**src/core/pdsr_pkg.sv**
```systemverilog
// Contract
// - Writing one to the cable-test run bit starts the diagnostic, and the device clears that bit itself when the test ends.
// - A zero read from the run bit means the test is over and the outcome fields may be read.
// - The two-bit outcome reads 00 normal, 01 open, 10 short, 11 diagnostic failed.
// - A read-only flag reads one when the diagnostic finds a short nearer than ten metres.
// - A nine-bit read-only count holds the distance to the fault, about 0.4 m per step.
// - The diagnostic register at address 0x1D exists only on the second PHY, not on the first.
// - Bit 5 of the special register reads one when receive polarity is reversed, valid only in 10BASE-T.
// - The power-saving bit resets to one (saving off), and writing zero turns power saving on.
// - Bit 1 of a port's special register puts that port into remote loopback; it resets to zero.
// - In remote loopback, data received on the port is looped at its PHY's medium layers and sent on its transmit pair.
package pdsr_pkg;

  // ****************************************
  // Addresses
  // ****************************************
  localparam logic [4:0] PHY_ADDR_P1 = 5'h01;
  localparam logic [4:0] PHY_ADDR_P2 = 5'h02;
  localparam logic [4:0] REG_CABLE_DIAG = 5'h1D;
  localparam logic [4:0] REG_SPECIAL = 5'h1F;
  localparam logic [7:0] SW_P1_CTL = 8'h1A;
  localparam logic [7:0] SW_P1_STAT0 = 8'h1E;
  localparam logic [7:0] SW_P1_STAT1 = 8'h1F;
  localparam logic [7:0] SW_P2_CTL = 8'h2A;
  localparam logic [7:0] SW_P2_DIST = 8'h2B;
  localparam logic [7:0] SW_P2_STAT0 = 8'h2E;
  localparam logic [7:0] SW_P2_STAT1 = 8'h2F;

  // ****************************************
  // Field positions
  // ****************************************
  localparam int DIAG_RUN_BIT = 15;
  localparam int DIAG_RES_LSB = 13;
  localparam int DIAG_SHORT_BIT = 12;
  localparam int DIAG_CNT_LSB = 0;
  localparam int SPC_POLREV_BIT = 5;
  localparam int SPC_MDI_BIT = 4;
  localparam int SPC_FORCE_BIT = 3;
  localparam int SPC_PWRSAVE_BIT = 2;
  localparam int SPC_LOOP_BIT = 1;
  localparam int SPC_RSVD0_BIT = 0;
  localparam int SW_MDI_BIT = 7;
  localparam int SW_POL_BIT = 5;
  localparam int SW_SHORT_BIT = 7;
  localparam int SW_RES_LSB = 5;
  localparam int SW_RUN_BIT = 4;
  localparam int SW_FORCE_BIT = 3;
  localparam int SW_PWRSAVE_BIT = 2;
  localparam int SW_LOOP_BIT = 1;
  localparam int SW_CNT8_BIT = 0;

  // ****************************************
  // Reset values
  // ****************************************
  localparam logic RST_FORCE = 1'h0;
  localparam logic RST_PWRSAVE_DIS = 1'h1;
  localparam logic RST_LOOP = 1'h0;
  localparam logic RST_RSVD0 = 1'h0;

  // ****************************************
  // Types
  // ****************************************
  typedef enum logic [1:0] {
    CT_IDLE = 2'h0,
    CT_START = 2'h1,
    CT_WAIT = 2'h3
  } pdsr_ct_state_t;

  typedef struct packed {
    logic req;
    logic write;
    logic [4:0] phyAd;
    logic [4:0] regAd;
    logic [15:0] wdata;
  } pdsr_mgmt_req_t;

  typedef struct packed {
    logic req;
    logic write;
    logic [7:0] addr;
    logic [7:0] wdata;
  } pdsr_sw_req_t;

  typedef struct packed {
    logic polRev;
    logic mdiStat;
  } pdsr_phy_stat_t;

  typedef struct packed {
    logic linkPassOverride;
    logic powerSaveDis;
    logic remoteLoop;
    logic rsvd0;
  } pdsr_port_ctl_t;

  typedef struct packed {
    logic [1:0] result;
    logic nearShortFlag;
    logic [8:0] faultCount;
  } pdsr_diag_res_t;

endpackage : pdsr_pkg

```
**src/core/pdsr_cable_test.sv**
```systemverilog
`timescale 1ns/1ns
module pdsr_cable_test
  import pdsr_pkg::*;
(
  input wire logic core_clk, // Clock
  input wire logic reset_n, // Async reset
  input wire logic startReq, // Start request pulse
  input wire logic anaDone, // Analog test done pulse
  input wire pdsr_diag_res_t anaRes, // Analog test outcome
  output logic busy, // Test running
  output logic anaStart, // Analog test start pulse
  output pdsr_diag_res_t diagRes // Latched outcome
);

  typedef struct packed {
    pdsr_ct_state_t fsm;
    logic busy;
    logic anaStart;
    pdsr_diag_res_t res;
  } pdsr_ct_st_t;

  pdsr_ct_st_t st_ff;
  pdsr_ct_st_t nxt_st;

  // ****************************************
  // Test sequencer
  // ****************************************
  always_comb
  begin
    nxt_st = st_ff;
    nxt_st.anaStart = 1'b0;
    case (st_ff.fsm)
      CT_IDLE:
      begin
        if (startReq)
        begin
          nxt_st.fsm = CT_START;
          nxt_st.busy = 1'b1;
          nxt_st.anaStart = 1'b1;
        end
      end
      CT_START:
      begin
        nxt_st.fsm = CT_WAIT;
      end
      CT_WAIT:
      begin
        if (anaDone)
        begin
          nxt_st.res = anaRes;
          nxt_st.busy = 1'b0;
          nxt_st.fsm = CT_IDLE;
        end
      end
      default:
      begin
        nxt_st.fsm = CT_IDLE;
        nxt_st.busy = 1'b0;
      end
    endcase
  end

  always_ff @(posedge core_clk or negedge reset_n)
  begin
    if (!reset_n)
    begin
      st_ff <= '0;
    end
    else
    begin
      st_ff <= nxt_st;
    end
  end

  assign busy = st_ff.busy;
  assign anaStart = st_ff.anaStart;
  assign diagRes = st_ff.res;

endmodule : pdsr_cable_test

```
**src/core/pdsr_regs.sv**
```systemverilog
`timescale 1ns/1ns
module pdsr_regs
  import pdsr_pkg::*;
(
  input wire logic core_clk, // Clock
  input wire logic reset_n, // Async reset
  input wire pdsr_mgmt_req_t mgmtReq, // MII management access
  output logic mgmtRdValid, // Read data valid pulse
  output logic [15:0] mgmtRdData, // Read data
  input wire pdsr_sw_req_t swReq, // 8-bit switch register access
  output logic swRdValid, // Switch read valid pulse
  output logic [7:0] swRdData, // Switch read data
  input wire pdsr_phy_stat_t [1:0] phyStat, // PHY status per port
  input wire logic anaDone, // Cable test done pulse
  input wire pdsr_diag_res_t anaRes, // Cable test outcome
  output logic anaStart, // Cable test start pulse
  output pdsr_port_ctl_t [1:0] portCtl // Per-port PHY controls
);

  typedef struct packed {
    pdsr_port_ctl_t [1:0] port;
    logic rdValid;
    logic [15:0] rdData;
    logic swValid;
    logic [7:0] swData;
  } pdsr_regs_st_t;

  pdsr_regs_st_t st_ff;
  pdsr_regs_st_t nxt_st;
  logic startTest;
  logic testBusy;
  pdsr_diag_res_t diagRes;
  logic mgmtWr;
  logic mgmtRd;
  logic swWr;
  logic swRd;

  // ****************************************
  // Request decode
  // ****************************************
  assign mgmtWr = mgmtReq.req & mgmtReq.write;
  assign mgmtRd = mgmtReq.req & ~mgmtReq.write;
  assign swWr = swReq.req & swReq.write;
  assign swRd = swReq.req & ~swReq.write;

  // ****************************************
  // Cable diagnostic engine (second PHY)
  // ****************************************
  pdsr_cable_test u_cable_test (
    .core_clk(core_clk),
    .reset_n(reset_n),
    .startReq(startTest),
    .anaDone(anaDone),
    .anaRes(anaRes),
    .busy(testBusy),
    .anaStart(anaStart),
    .diagRes(diagRes)
  );

  // ****************************************
  // Read views
  // ****************************************
  function automatic logic [15:0] spcView(input pdsr_port_ctl_t c, input pdsr_phy_stat_t s);
    logic [15:0] v;
    v = 16'h0000;
    v[SPC_POLREV_BIT] = s.polRev;
    v[SPC_MDI_BIT] = s.mdiStat;
    v[SPC_FORCE_BIT] = c.linkPassOverride;
    v[SPC_PWRSAVE_BIT] = c.powerSaveDis;
    v[SPC_LOOP_BIT] = c.remoteLoop;
    v[SPC_RSVD0_BIT] = c.rsvd0;
    return v;
  endfunction : spcView

  function automatic logic [7:0] swCtlView(input pdsr_port_ctl_t c);
    logic [7:0] v;
    v = 8'h00;
    v[SW_FORCE_BIT] = c.linkPassOverride;
    v[SW_PWRSAVE_BIT] = c.powerSaveDis;
    v[SW_LOOP_BIT] = c.remoteLoop;
    return v;
  endfunction : swCtlView

  // ****************************************
  // Register file
  // ****************************************
  always_comb
  begin
    logic isP1;
    logic isP2;
    logic [7:0] sv;
    isP1 = (mgmtReq.phyAd == PHY_ADDR_P1);
    isP2 = (mgmtReq.phyAd == PHY_ADDR_P2);
    sv = 8'h00;
    nxt_st = st_ff;
    nxt_st.rdValid = 1'b0;
    nxt_st.swValid = 1'b0;
    startTest = 1'b0;

    // Switch-side writes, overridden below by a same-cycle MII write to that port's special register
    if (swWr)
    begin
      case (swReq.addr)
        SW_P1_CTL:
        begin
          nxt_st.port[0].linkPassOverride = swReq.wdata[SW_FORCE_BIT];
          nxt_st.port[0].powerSaveDis = swReq.wdata[SW_PWRSAVE_BIT];
          nxt_st.port[0].remoteLoop = swReq.wdata[SW_LOOP_BIT];
        end
        SW_P2_CTL:
        begin
          nxt_st.port[1].linkPassOverride = swReq.wdata[SW_FORCE_BIT];
          nxt_st.port[1].powerSaveDis = swReq.wdata[SW_PWRSAVE_BIT];
          nxt_st.port[1].remoteLoop = swReq.wdata[SW_LOOP_BIT];
          startTest = swReq.wdata[SW_RUN_BIT];
        end
        default:
        begin
          sv = 8'h00;
        end
      endcase
    end

    // MII management writes
    if (mgmtWr && mgmtReq.regAd == REG_SPECIAL && (isP1 || isP2))
    begin
      nxt_st.port[isP2].linkPassOverride = mgmtReq.wdata[SPC_FORCE_BIT];
      nxt_st.port[isP2].powerSaveDis = mgmtReq.wdata[SPC_PWRSAVE_BIT];
      nxt_st.port[isP2].remoteLoop = mgmtReq.wdata[SPC_LOOP_BIT];
      nxt_st.port[isP2].rsvd0 = mgmtReq.wdata[SPC_RSVD0_BIT];
    end
    if (mgmtWr && isP2 && mgmtReq.regAd == REG_CABLE_DIAG && mgmtReq.wdata[DIAG_RUN_BIT])
    begin
      startTest = 1'b1;
    end

    // MII management reads
    if (mgmtRd)
    begin
      nxt_st.rdValid = 1'b1;
      nxt_st.rdData = 16'h0000;
      if (mgmtReq.regAd == REG_SPECIAL && (isP1 || isP2))
      begin
        nxt_st.rdData = spcView(st_ff.port[isP2], phyStat[isP2]);
      end
      else if (mgmtReq.regAd == REG_CABLE_DIAG && isP2)
      begin
        nxt_st.rdData[DIAG_RUN_BIT] = testBusy;
        nxt_st.rdData[DIAG_RES_LSB +: 2] = diagRes.result;
        nxt_st.rdData[DIAG_SHORT_BIT] = diagRes.nearShortFlag;
        nxt_st.rdData[DIAG_CNT_LSB +: 9] = diagRes.faultCount;
      end
    end

    // Switch-side reads of the mirrored bits
    if (swRd)
    begin
      case (swReq.addr)
        SW_P1_CTL:
        begin
          sv = swCtlView(st_ff.port[0]);
        end
        SW_P2_CTL:
        begin
          sv = swCtlView(st_ff.port[1]);
          sv[SW_SHORT_BIT] = diagRes.nearShortFlag;
          sv[SW_RES_LSB +: 2] = diagRes.result;
          sv[SW_RUN_BIT] = testBusy;
          sv[SW_CNT8_BIT] = diagRes.faultCount[8];
        end
        SW_P2_DIST:
        begin
          sv = diagRes.faultCount[7:0];
        end
        SW_P1_STAT0:
        begin
          sv[SW_MDI_BIT] = phyStat[0].mdiStat;
        end
        SW_P2_STAT0:
        begin
          sv[SW_MDI_BIT] = phyStat[1].mdiStat;
        end
        SW_P1_STAT1:
        begin
          sv[SW_POL_BIT] = phyStat[0].polRev;
        end
        SW_P2_STAT1:
        begin
          sv[SW_POL_BIT] = phyStat[1].polRev;
        end
        default:
        begin
          sv = 8'h00;
        end
      endcase
      nxt_st.swValid = 1'b1;
      nxt_st.swData = sv;
    end
  end

  always_ff @(posedge core_clk or negedge reset_n)
  begin
    if (!reset_n)
    begin
      st_ff <= '0;
      st_ff.port[0] <= '{RST_FORCE, RST_PWRSAVE_DIS, RST_LOOP, RST_RSVD0};
      st_ff.port[1] <= '{RST_FORCE, RST_PWRSAVE_DIS, RST_LOOP, RST_RSVD0};
    end
    else
    begin
      st_ff <= nxt_st;
    end
  end

  // ****************************************
  // Outputs
  // ****************************************
  assign mgmtRdValid = st_ff.rdValid;
  assign mgmtRdData = st_ff.rdData;
  assign swRdValid = st_ff.swValid;
  assign swRdData = st_ff.swData;
  assign portCtl = st_ff.port;

endmodule : pdsr_regs

```
**config.mk**
```make
export PLATFORM = sky130hd
export DESIGN_NAME = pdsr_regs
export DESIGN_NICKNAME = d
export VERILOG_FILES = /design/src/core/pdsr_pkg.sv /design/src/core/pdsr_cable_test.sv /design/src/core/pdsr_regs.sv
export SDC_FILE = /design/constraint.sdc
export NUM_CORES = 1
export LEC_CHECK = 0
export BUFFER_PORTS_ARGS = -buffer_cell sky130_fd_sc_hd__buf_2
export CAP_MARGIN = 20
export CORE_MARGIN = 2
export CORE_UTILIZATION = 30
export CTS_CLUSTER_DIAMETER = 120
export DETAILED_ROUTE_END_ITERATION = 7
export PLACE_DENSITY_LB_ADDON = 0.12
export SETUP_SLACK_MARGIN = 0.4
export SYNTH_ARGS = -nofsm -noshare
export SYNTH_HDL_FRONTEND = slang
export SYNTH_SLANG_ARGS = --single-unit
```
**constraint.sdc**
```tcl
create_clock -name core_clk -period 1.4 [get_ports core_clk]
set_input_delay 0.07 -clock core_clk [delete_from_list [all_inputs] [get_ports core_clk]]
set_output_delay 0.07 -clock core_clk [all_outputs]
set_load 0.01 [all_outputs]
```
Yosys cells after proc, flatten, opt, wreduce, memory -nomap -nowiden. Index checks and enable logic that the tools add are counted.

Magnitude comparators: 2. Equality and inequality tests: 15. Multiplexer cells: 39. Bitwise operators: 7. Reduce and logical (&&, ||, !) cells: 13.

Operators with widths (number): $bwmux 8 (4); $eq 8x6->1 const B (4); $mux 9 (3); $eq 8x5->1 const B (3); $mux 4 (6); $mux 3 (6); $mux 17 (1); $demux 4 s1 (4); $pmux 5 s3 (1); $eq 5x5->1 const B (2); $logic_and 1x1->1 (8); $mux 8 (1); $pmux 1 s4 (2); $mux 2 (3); $pmux 2 s3 (1); $eq 5x1->1 const B (1); $eq 5x2->1 const B (1); $mux 1 (5); $and 1x1->1 (4); $ne 2x2->1 const B (2); $reduce_and 2->1 (2); $not 1->1 (3); $pmux 1 s3 (1); $reduce_and 3->1 (1); 7 further kinds (7).

Register bits: 47. Input port bits: 65. Word-level logic and storage cells: 94.

Logic depth before layout (Yosys ltp). Gate-level depths: netlist of the first run.

Depth after elaboration: 10. Mapped depth: 6.

By module. From an unflattened synthesis of the first run, not the netlist that was laid out.

Cells, all modules: 223. Area, all modules: 2411.1 um^2.

Modules (own cells, without submodules): pdsr_regs (times used 1, cells each 173, area an instance 1682.9 um^2); pdsr_cable_test (times used 1, cells each 50, area an instance 728.2 um^2).

Worst setup path after synthesis of the first run. Ideal clock, no wire load.

Path type: reg-to-reg. Start: reg u_cable_test.st_ff[15] (netlist bit). End: reg u_cable_test.st_ff, in the netlist u_cable_test.diagRes[10]. Arrival: 1.245 ns. Setup slack: 0.030 ns. Stages on the path, launching flop included: 4. Path buffers: 1. Path through: dfrtp_1 nand3_1 buf_1 mux2_2.

Word-level cells in the longest chain between the ends: 2.

Ends and longest elaborated chain: start, declared (RTL line pdsr_cable_test.sv:22) `pdsr_ct_st_t st_ff;`; start signal, assigned (RTL line pdsr_cable_test.sv:71) `st_ff <= nxt_st;`; $eq 2x2->1 (RTL line pdsr_cable_test.sv:32) `case (st_ff.fsm)`; $reduce_and 2->1 (no source line).

Every way passes these cells. A chain may end at the register's enable or synchronous reset.

Final worst setup path of the first run.
Start: reg u_cable_test.st_ff[14] (netlist bit). End: reg u_cable_test.st_ff, in the netlist u_cable_test.diagRes[5].

The elaborated chain is that of the path after synthesis.

==> results of run 1 <==
==> synthesized netlist by cell type, types with 4 or more instances <==
cell,instances
nand2b_1,6
o21ai_1,4
mux2_2,17
a21oi_1,6
a22o_1,9
nand4_1,6
mux2i_1,6
o21ai_0,9
buf_4,4
a22oi_1,12
nand3_1,7
o31ai_1,4
nand2_1,9
dfrtp_1,45
nor2_1,4
==> flip-flops by register name, indices dropped and copies added (netlist names), named ones only <==
register and cells:
mgmtRdValid 1, u_cable_test.diagRes 12, u_cable_test.st_ff 2, swRdValid 1
swRdData 8, u_cable_test.anaStart 1, portCtl 6, mgmtRdData 13
u_cable_test.busy 1
==> worst max path at each step <==
| stage | end | slack (ns) | cells past startpoint |
|---|---|---|---|
| after floorplan | portCtl[1] | 0.16 | 4 |
| after global routing | mgmtRdData[1] | 0.26 | 8 |
| after detailed placement | portCtl[5] | -0.001 | 5 |
| after global placement | portCtl[1] | 0.004 | 5 |
| final | u_cable_test.diagRes[5] | 0.30 | 2 |
| after CTS | u_cable_test.diagRes[5] | 0.31 | 2 |
==> through the flow <==
step / setup TNS (ns) / std cells / hold slack, ns / cell area, sq um
floorplan: 0 / 201 / -0.226 / 2450
global placement: 0 / 396 / 0.0768 / 3100
detailed placement: -0.00145 / 396 / 0.0766 / 3100
CTS: 0 / 422 / 0.00152 / 3510
global route: 0 / 428 / 0.00105 / 3690
finish: 0 / 428 / 0.00797 / 3690
==> area by class of cell <==
class,count,area [sq um]
sequential,47,1180
clock buffer,7,96.3
multi-input combinational,143,1360
timing repair buffer,125,905
inverter,3,11.3
fill,723,3920
tap,102,128
clock inverter,1,7.51
==> logic make-up (layout without fill, tap and decap cells) <==
group / count (synthesis) / after routing / synth area share, %
simple gates: 59 / 60 / 17.8
compound gates: 54 / 54 / 16.1
flops: 47 / 47 / 50.9
mux: 26 / 26 / 12.3
buf+inv: 12 / 136 / 2.65
other cells: 1 / 3 / 0.162
==> per-layer routing <==
| metal | global-route usage, % | share of wire, % | wire (microns) |
|---|---|---|---|
| met5 | 0 | 0 | 0 |
| met2 | 24.3 | 46 | 3170 |
| met4 | 4.10 | 0.97 | 67 |
| met1 | 24.3 | 48 | 3320 |
| met3 | 3.29 | 4.6 | 319 |
==> report_power, final <==
group	internal (mW)	leakage [nW]	total [mW]	switching, mW
Sequential	1.39	0.637	1.41	0.0260
Clock	0.450	0.0505	0.906	0.456
Combinational	0.217	1.13	0.413	0.196
==> worst max-delay path: cells and delay by family, from the launching register on <==
kind,cells,cell delay (ns)
flip-flops,1,0.47
multiplexers,1,0.32
AND/OR/NAND/NOR,1,0.19
==> timing repair <==
| item | in CTS | in global routing |
|---|---|---|
| hold endpoints to repair | 54 | 0 |
| resized for setup | 33 | 29 |
| setup endpoints to repair | 36 | 46 |
| pin swaps | 14 | 24 |
| gates cloned | 1 | 1 |
| setup buffers | 7 | 5 |
| hold buffers | 10 | 0 |
==> impl_metrics.env, run 1 <==
export IMPL_status="complete, no violations"
export IMPL_groute_usage_overall_pct=16.3
export IMPL_dp_slack_ns=-0.00109
export IMPL_setup_worst_path_start_class="flop"
export IMPL_antenna_found_initial=0
export IMPL_final_util_pct=48.5
export IMPL_holdPathStages=2
export IMPL_dpl_hpwl_microns=4910
export IMPL_drcViolationCount=0
export IMPL_rsz0062_at_grt="true"
export IMPL_grt_pass1_vias=2055
export IMPL_dieWidth_microns=91.8
export IMPL_routedWlPerCell_microns=16.1
export IMPL_skew_ns=0.00617
export IMPL_crit_path_cell_trace="nand3_4, mux2_4"
export IMPL_total_power_mw=2.73
export IMPL_min_path_type="input pin to flop"
export IMPL_cts_root_buf="clkbuf_8"
export IMPL_final_cell_mix="68 x buf_2, 43 x dfrtp_1, 30 x buf_4"
export IMPL_dr_total_vias=2081
export IMPL_async_flop_share_pct=100
export IMPL_cp_slowest_stage_delay_ns=0.47
export IMPL_hold_viol=0
export IMPL_drtIter0Drc=86
export IMPL_row_count=32
export IMPL_synth_cell_types=50
export IMPL_gp_congestion=0.757
export IMPL_fmax_mhz=910
export IMPL_vias_per_cell=4.86
export IMPL_diodes=0
export IMPL_setup_slack_ns=0.302
export IMPL_synthesis_instances=199
export IMPL_synthesis_area_sq_mm=0.00231
export IMPL_ys_warn_count=0
export IMPL_yosysTopAreaCell="dfrtp_1"
export IMPL_drv_slew=0
export IMPL_period_needed_ns=1.10
export IMPL_core_area_sq_mm=0.00761
export IMPL_nets=390
export IMPL_grt_pass1_wl_microns=10800
export IMPL_max_cap_violations=0
export IMPL_cp_arrival_ns=1.29
export IMPL_worstPathRequired_ns=1.59
export IMPL_ys_seq_area_share_pct=50.9
export IMPL_port_buffers=81
export IMPL_leakagePower_nw=1.82
export IMPL_setup_viol=0
export IMPL_synth_edf_count=0
export IMPL_fin_crit_sh_pct=78.5
export IMPL_final_common_cell="buf_2"
export IMPL_die_area_sq_mm=0.00843
export IMPL_clock_latency_ns=0.30
export IMPL_critPathKind="flop to flop"
export IMPL_h_tree_depth=2
export IMPL_drt_total_wl_microns=6880
export IMPL_r2r_slack_ns=0.30
export IMPL_clockBufferDepth=2
export IMPL_floorplan_initialDensity_pct=30.4
export IMPL_grt_overflow=0
export IMPL_critPathLaunch="u_cable_test.st_ff[14]"
export IMPL_ios=100
export IMPL_power_density_mw_per_mm2=741
export IMPL_min_to="u_cable_test.diagRes[9]"
export IMPL_area_delta_synth_final_pct=59.3
export IMPL_final_layout_size_suffix_gt1_share_pct=56.4
export IMPL_netlist_area_leader_share_pct=48.7
export IMPL_critPathMaxFanout=6
export IMPL_grt_max_degree=48
export IMPL_critical_path_slowest_cell="dfrtp_2"
export IMPL_dr_pass1_iters=4
export IMPL_r2r_end="u_cable_test.diagRes[5]"
export IMPL_reg2reg_depth=2
export IMPL_ir_worst_vdd_mv=0.422
export IMPL_synth_area_leaders="dfrtp_1 49%, mux2_2 8.3%, a22oi_1 3.9%, a22o_1 3.4%, mux2i_1 2.6%"
export IMPL_rr_startpoint="u_cable_test.st_ff[14]"
export IMPL_synthFlopType="dfrtp_1"
export IMPL_cts_tree="done"
export IMPL_end_kind="flop"
export IMPL_clock_sinks=47
export IMPL_synth_seq_cells=47
export IMPL_clk_pin_slew_ns=0.08
export IMPL_cts_made_buffers=5
export IMPL_ant_nets=0
export IMPL_min_delay_start="anaRes[9]"
export IMPL_die_h_microns=91.8
export IMPL_syn_avg_cell_area_sq_um=11.6
(Power assumes the default switching activity.)
==> run 2: changes to the inputs <==
clock period = 0.95 ns   (was 1.4 ns; I/O delays follow)
==> run 2 against run 1 <==
Clock-buffer cell count down 1. Worst setup slack worse by 0.47 ns. The flow now finishes with violations (hold timing, setup timing). Critical path type is now flop to output pin. Sequential power up 47%. Critical endpoint is now portCtl[6]. Clock skew up 0.0069 ns. Register-to-register slack worse by 0.43 ns.
==> impl_metrics.env, run 2 (synthesis results as in run 1) <==
export IMPL_path_common_cell="buf_6"
export IMPL_diodes=0
export IMPL_clk_pin_slew_ns=0.09
export IMPL_p_comb_share_pct=17.1
export IMPL_dr_pass1_iters=4
export IMPL_setup_worst_path_start_class="flop"
export IMPL_cp_slowest_stage_delay_ns=0.56
export IMPL_core_area_sq_mm=0.00761
export IMPL_whs_ns=-0.290
export IMPL_fmax_mhz=898
export IMPL_drcViolationCount=0
export IMPL_skew_ns=0.0131
export IMPL_drt_total_wl_microns=7190
export IMPL_antenna_found_initial=0
export IMPL_fin_cells=451
export IMPL_ant_nets=0
export IMPL_reg2reg_depth=3
export IMPL_period_needed_ns=1.11
export IMPL_cts_root_buf="clkbuf_8"
export IMPL_power_density_mw_per_mm2=998
export IMPL_rr_startpoint="u_cable_test.st_ff[15]"
export IMPL_end_kind="output pin"
export IMPL_path_buf_inv=2
export IMPL_place_inst=414
export IMPL_crit_path_cell_trace="buf_6, buf_6"
export IMPL_die_area_sq_mm=0.00843
export IMPL_critical_path_slowest_cell="dfstp_2"
export IMPL_dieWidth_microns=91.8
export IMPL_dpl_hpwl_microns=5170
export IMPL_row_count=32
export IMPL_grt_pass1_vias=2276
export IMPL_drtIter0Drc=54
export IMPL_cts_tree="done"
export IMPL_setup_slack_ns=-0.164
export IMPL_final_cell_mix="61 x buf_2, 50 x buf_4, 45 x dfrtp_1"
export IMPL_ir_worst_vdd_mv=0.426
export IMPL_dr_total_vias=2189
export IMPL_sw_frac_of_total_pct=26.2
export IMPL_floorplan_initialDensity_pct=30.4
export IMPL_grt_pass1_wl_microns=11600
export IMPL_leakagePower_nw=1.99
export IMPL_clock_latency_ns=0.30
export IMPL_clockPowerShare_pct=30.6
export IMPL_endpoint="portCtl[6]"
export IMPL_finalSetupTns_ns=-3.13
export IMPL_clockBufferDepth=2
export IMPL_netSwitchingPower_mw=1.04
export IMPL_cp_depth=2
export IMPL_grt_overflow=0
export IMPL_p_int_mw=2.92
export IMPL_ios=100
export IMPL_fin_crit_sh_pct=117
export IMPL_area_delta_synth_final_pct=71.4
export IMPL_n_fill_cell=714
export IMPL_r2r_end="u_cable_test.diagRes[1]"
export IMPL_nets=413
export IMPL_groute_usage_overall_pct=17.6
export IMPL_h_tree_depth=2
export IMPL_violations="hold timing, setup timing"
export IMPL_setup_viol=37
export IMPL_r2r_slack_ns=-0.13
export IMPL_cp_arrival_ns=1.07
export IMPL_gp_congestion=0.820
export IMPL_routedWlPerCell_microns=15.9
export IMPL_largest_reg_flops=13
export IMPL_grt_max_degree=48
export IMPL_cts_made_buffers=5
export IMPL_hold_viol=61
export IMPL_status="finished with violations"
export IMPL_min_path_type="input pin to asynchronous set/reset pin"
export IMPL_die_h_microns=91.8
export IMPL_rsz0062_at_grt="true"
export IMPL_max_cap_violations=0
export IMPL_final_layout_size_suffix_gt1_share_pct=63.6
export IMPL_drv_slew=0
export IMPL_critical_path_top_delay_family="flip-flops"
export IMPL_critPathLaunch="portCtl[6]"
export IMPL_final_common_cell="buf_2"
export IMPL_worstPathRequired_ns=0.90
export IMPL_port_buffers=81
export IMPL_vias_per_cell=4.85
export IMPL_clock_sinks=47
export IMPL_critPathMaxFanout=3
export IMPL_critPathKind="flop to output pin"
export IMPL_p_seq_share_pct=52.3
## run 2: repair_timing
item / CTS / global route
pin swaps: 32 / 24
resized for setup: 61 / 24
endpoints found under the setup margin: 77 / 77
setup buffers: 23 / 6
hold endpoints to repair: 67 / 63
## run 2: power by group through the flow
| stage | clock (mW) | sequential [mW] | combinational (mW) |
|---|---|---|---|
| after global placement | 0 | 2.10 | 0.530 |
| after detailed placement | 0 | 2.11 | 0.533 |
| after CTS | 1.23 | 2.07 | 0.641 |
| final | 1.21 | 2.07 | 0.676 |
| after floorplan | 0 | 2.12 | 0.169 |
| after global routing | 1.32 | 2.07 | 0.734 |
## run 2: worst reg2reg max path, stage by stage, from the launching register on
cell     delay [ns]
dfrtp_1        0.40
nand3_2        0.10
buf_12         0.17
mux2_4         0.31
## run 2: layout make-up
| type | instances | area [sq um] | area share (%) |
|---|---|---|---|
| Clock inverter | 2 | 12.5 | 0.316 |
| Tap cell | 102 | 128 | 3.22 |
| Clock buffer | 6 | 72.6 | 1.83 |
| Sequential cell | 47 | 1180 | 29.7 |
| Multi-Input combinational cell | 142 | 1400 | 35.4 |
| Inverter | 3 | 11.3 | 0.284 |
| Timing Repair Buffer | 149 | 1160 | 29.2 |
## run 2: metrics by stage
step / total power [mW] / instance area [sq um] / util, % / hold WS, ns / worst slack [ns]
finish: 3.96 / 3970 / 52.1 / -0.290 / -0.164
global route: 4.13 / 3970 / 52.1 / -0.272 / -0.194
CTS: 3.94 / 3790 / 49.9 / -0.279 / -0.153
detailed placement: 2.64 / 3260 / 42.9 / 0.0544 / -0.427
global placement: 2.64 / 3260 / 42.9 / 0.0572 / -0.402
floorplan: 2.29 / 2480 / - / -0.248 / -0.269
## run 2: how the worst min path moves through the flow
stage / endpoint / slack, ns
global route: mgmtRdData[14] / -0.27
global placement: mgmtRdValid / 0.06
finish: mgmtRdData[14] / -0.29
floorplan: asynchronous set/reset pin / -0.25
detailed placement: u_cable_test.diagRes[11] / 0.05
CTS: mgmtRdData[13] / -0.28
## run 2: layer usage
| layer | GRT usage (%) | up-vias | routed length (microns) |
|---|---|---|---|
| met5 | 0 | - | 0 |
| met2 | 29.3 | 55 | 3480 |
| li1 | - | 1053 | - |
| met3 | 3.70 | 7 | 301 |
| met4 | 4.35 | 0 | 59 |
| met1 | 23.4 | 1074 | 3350 |
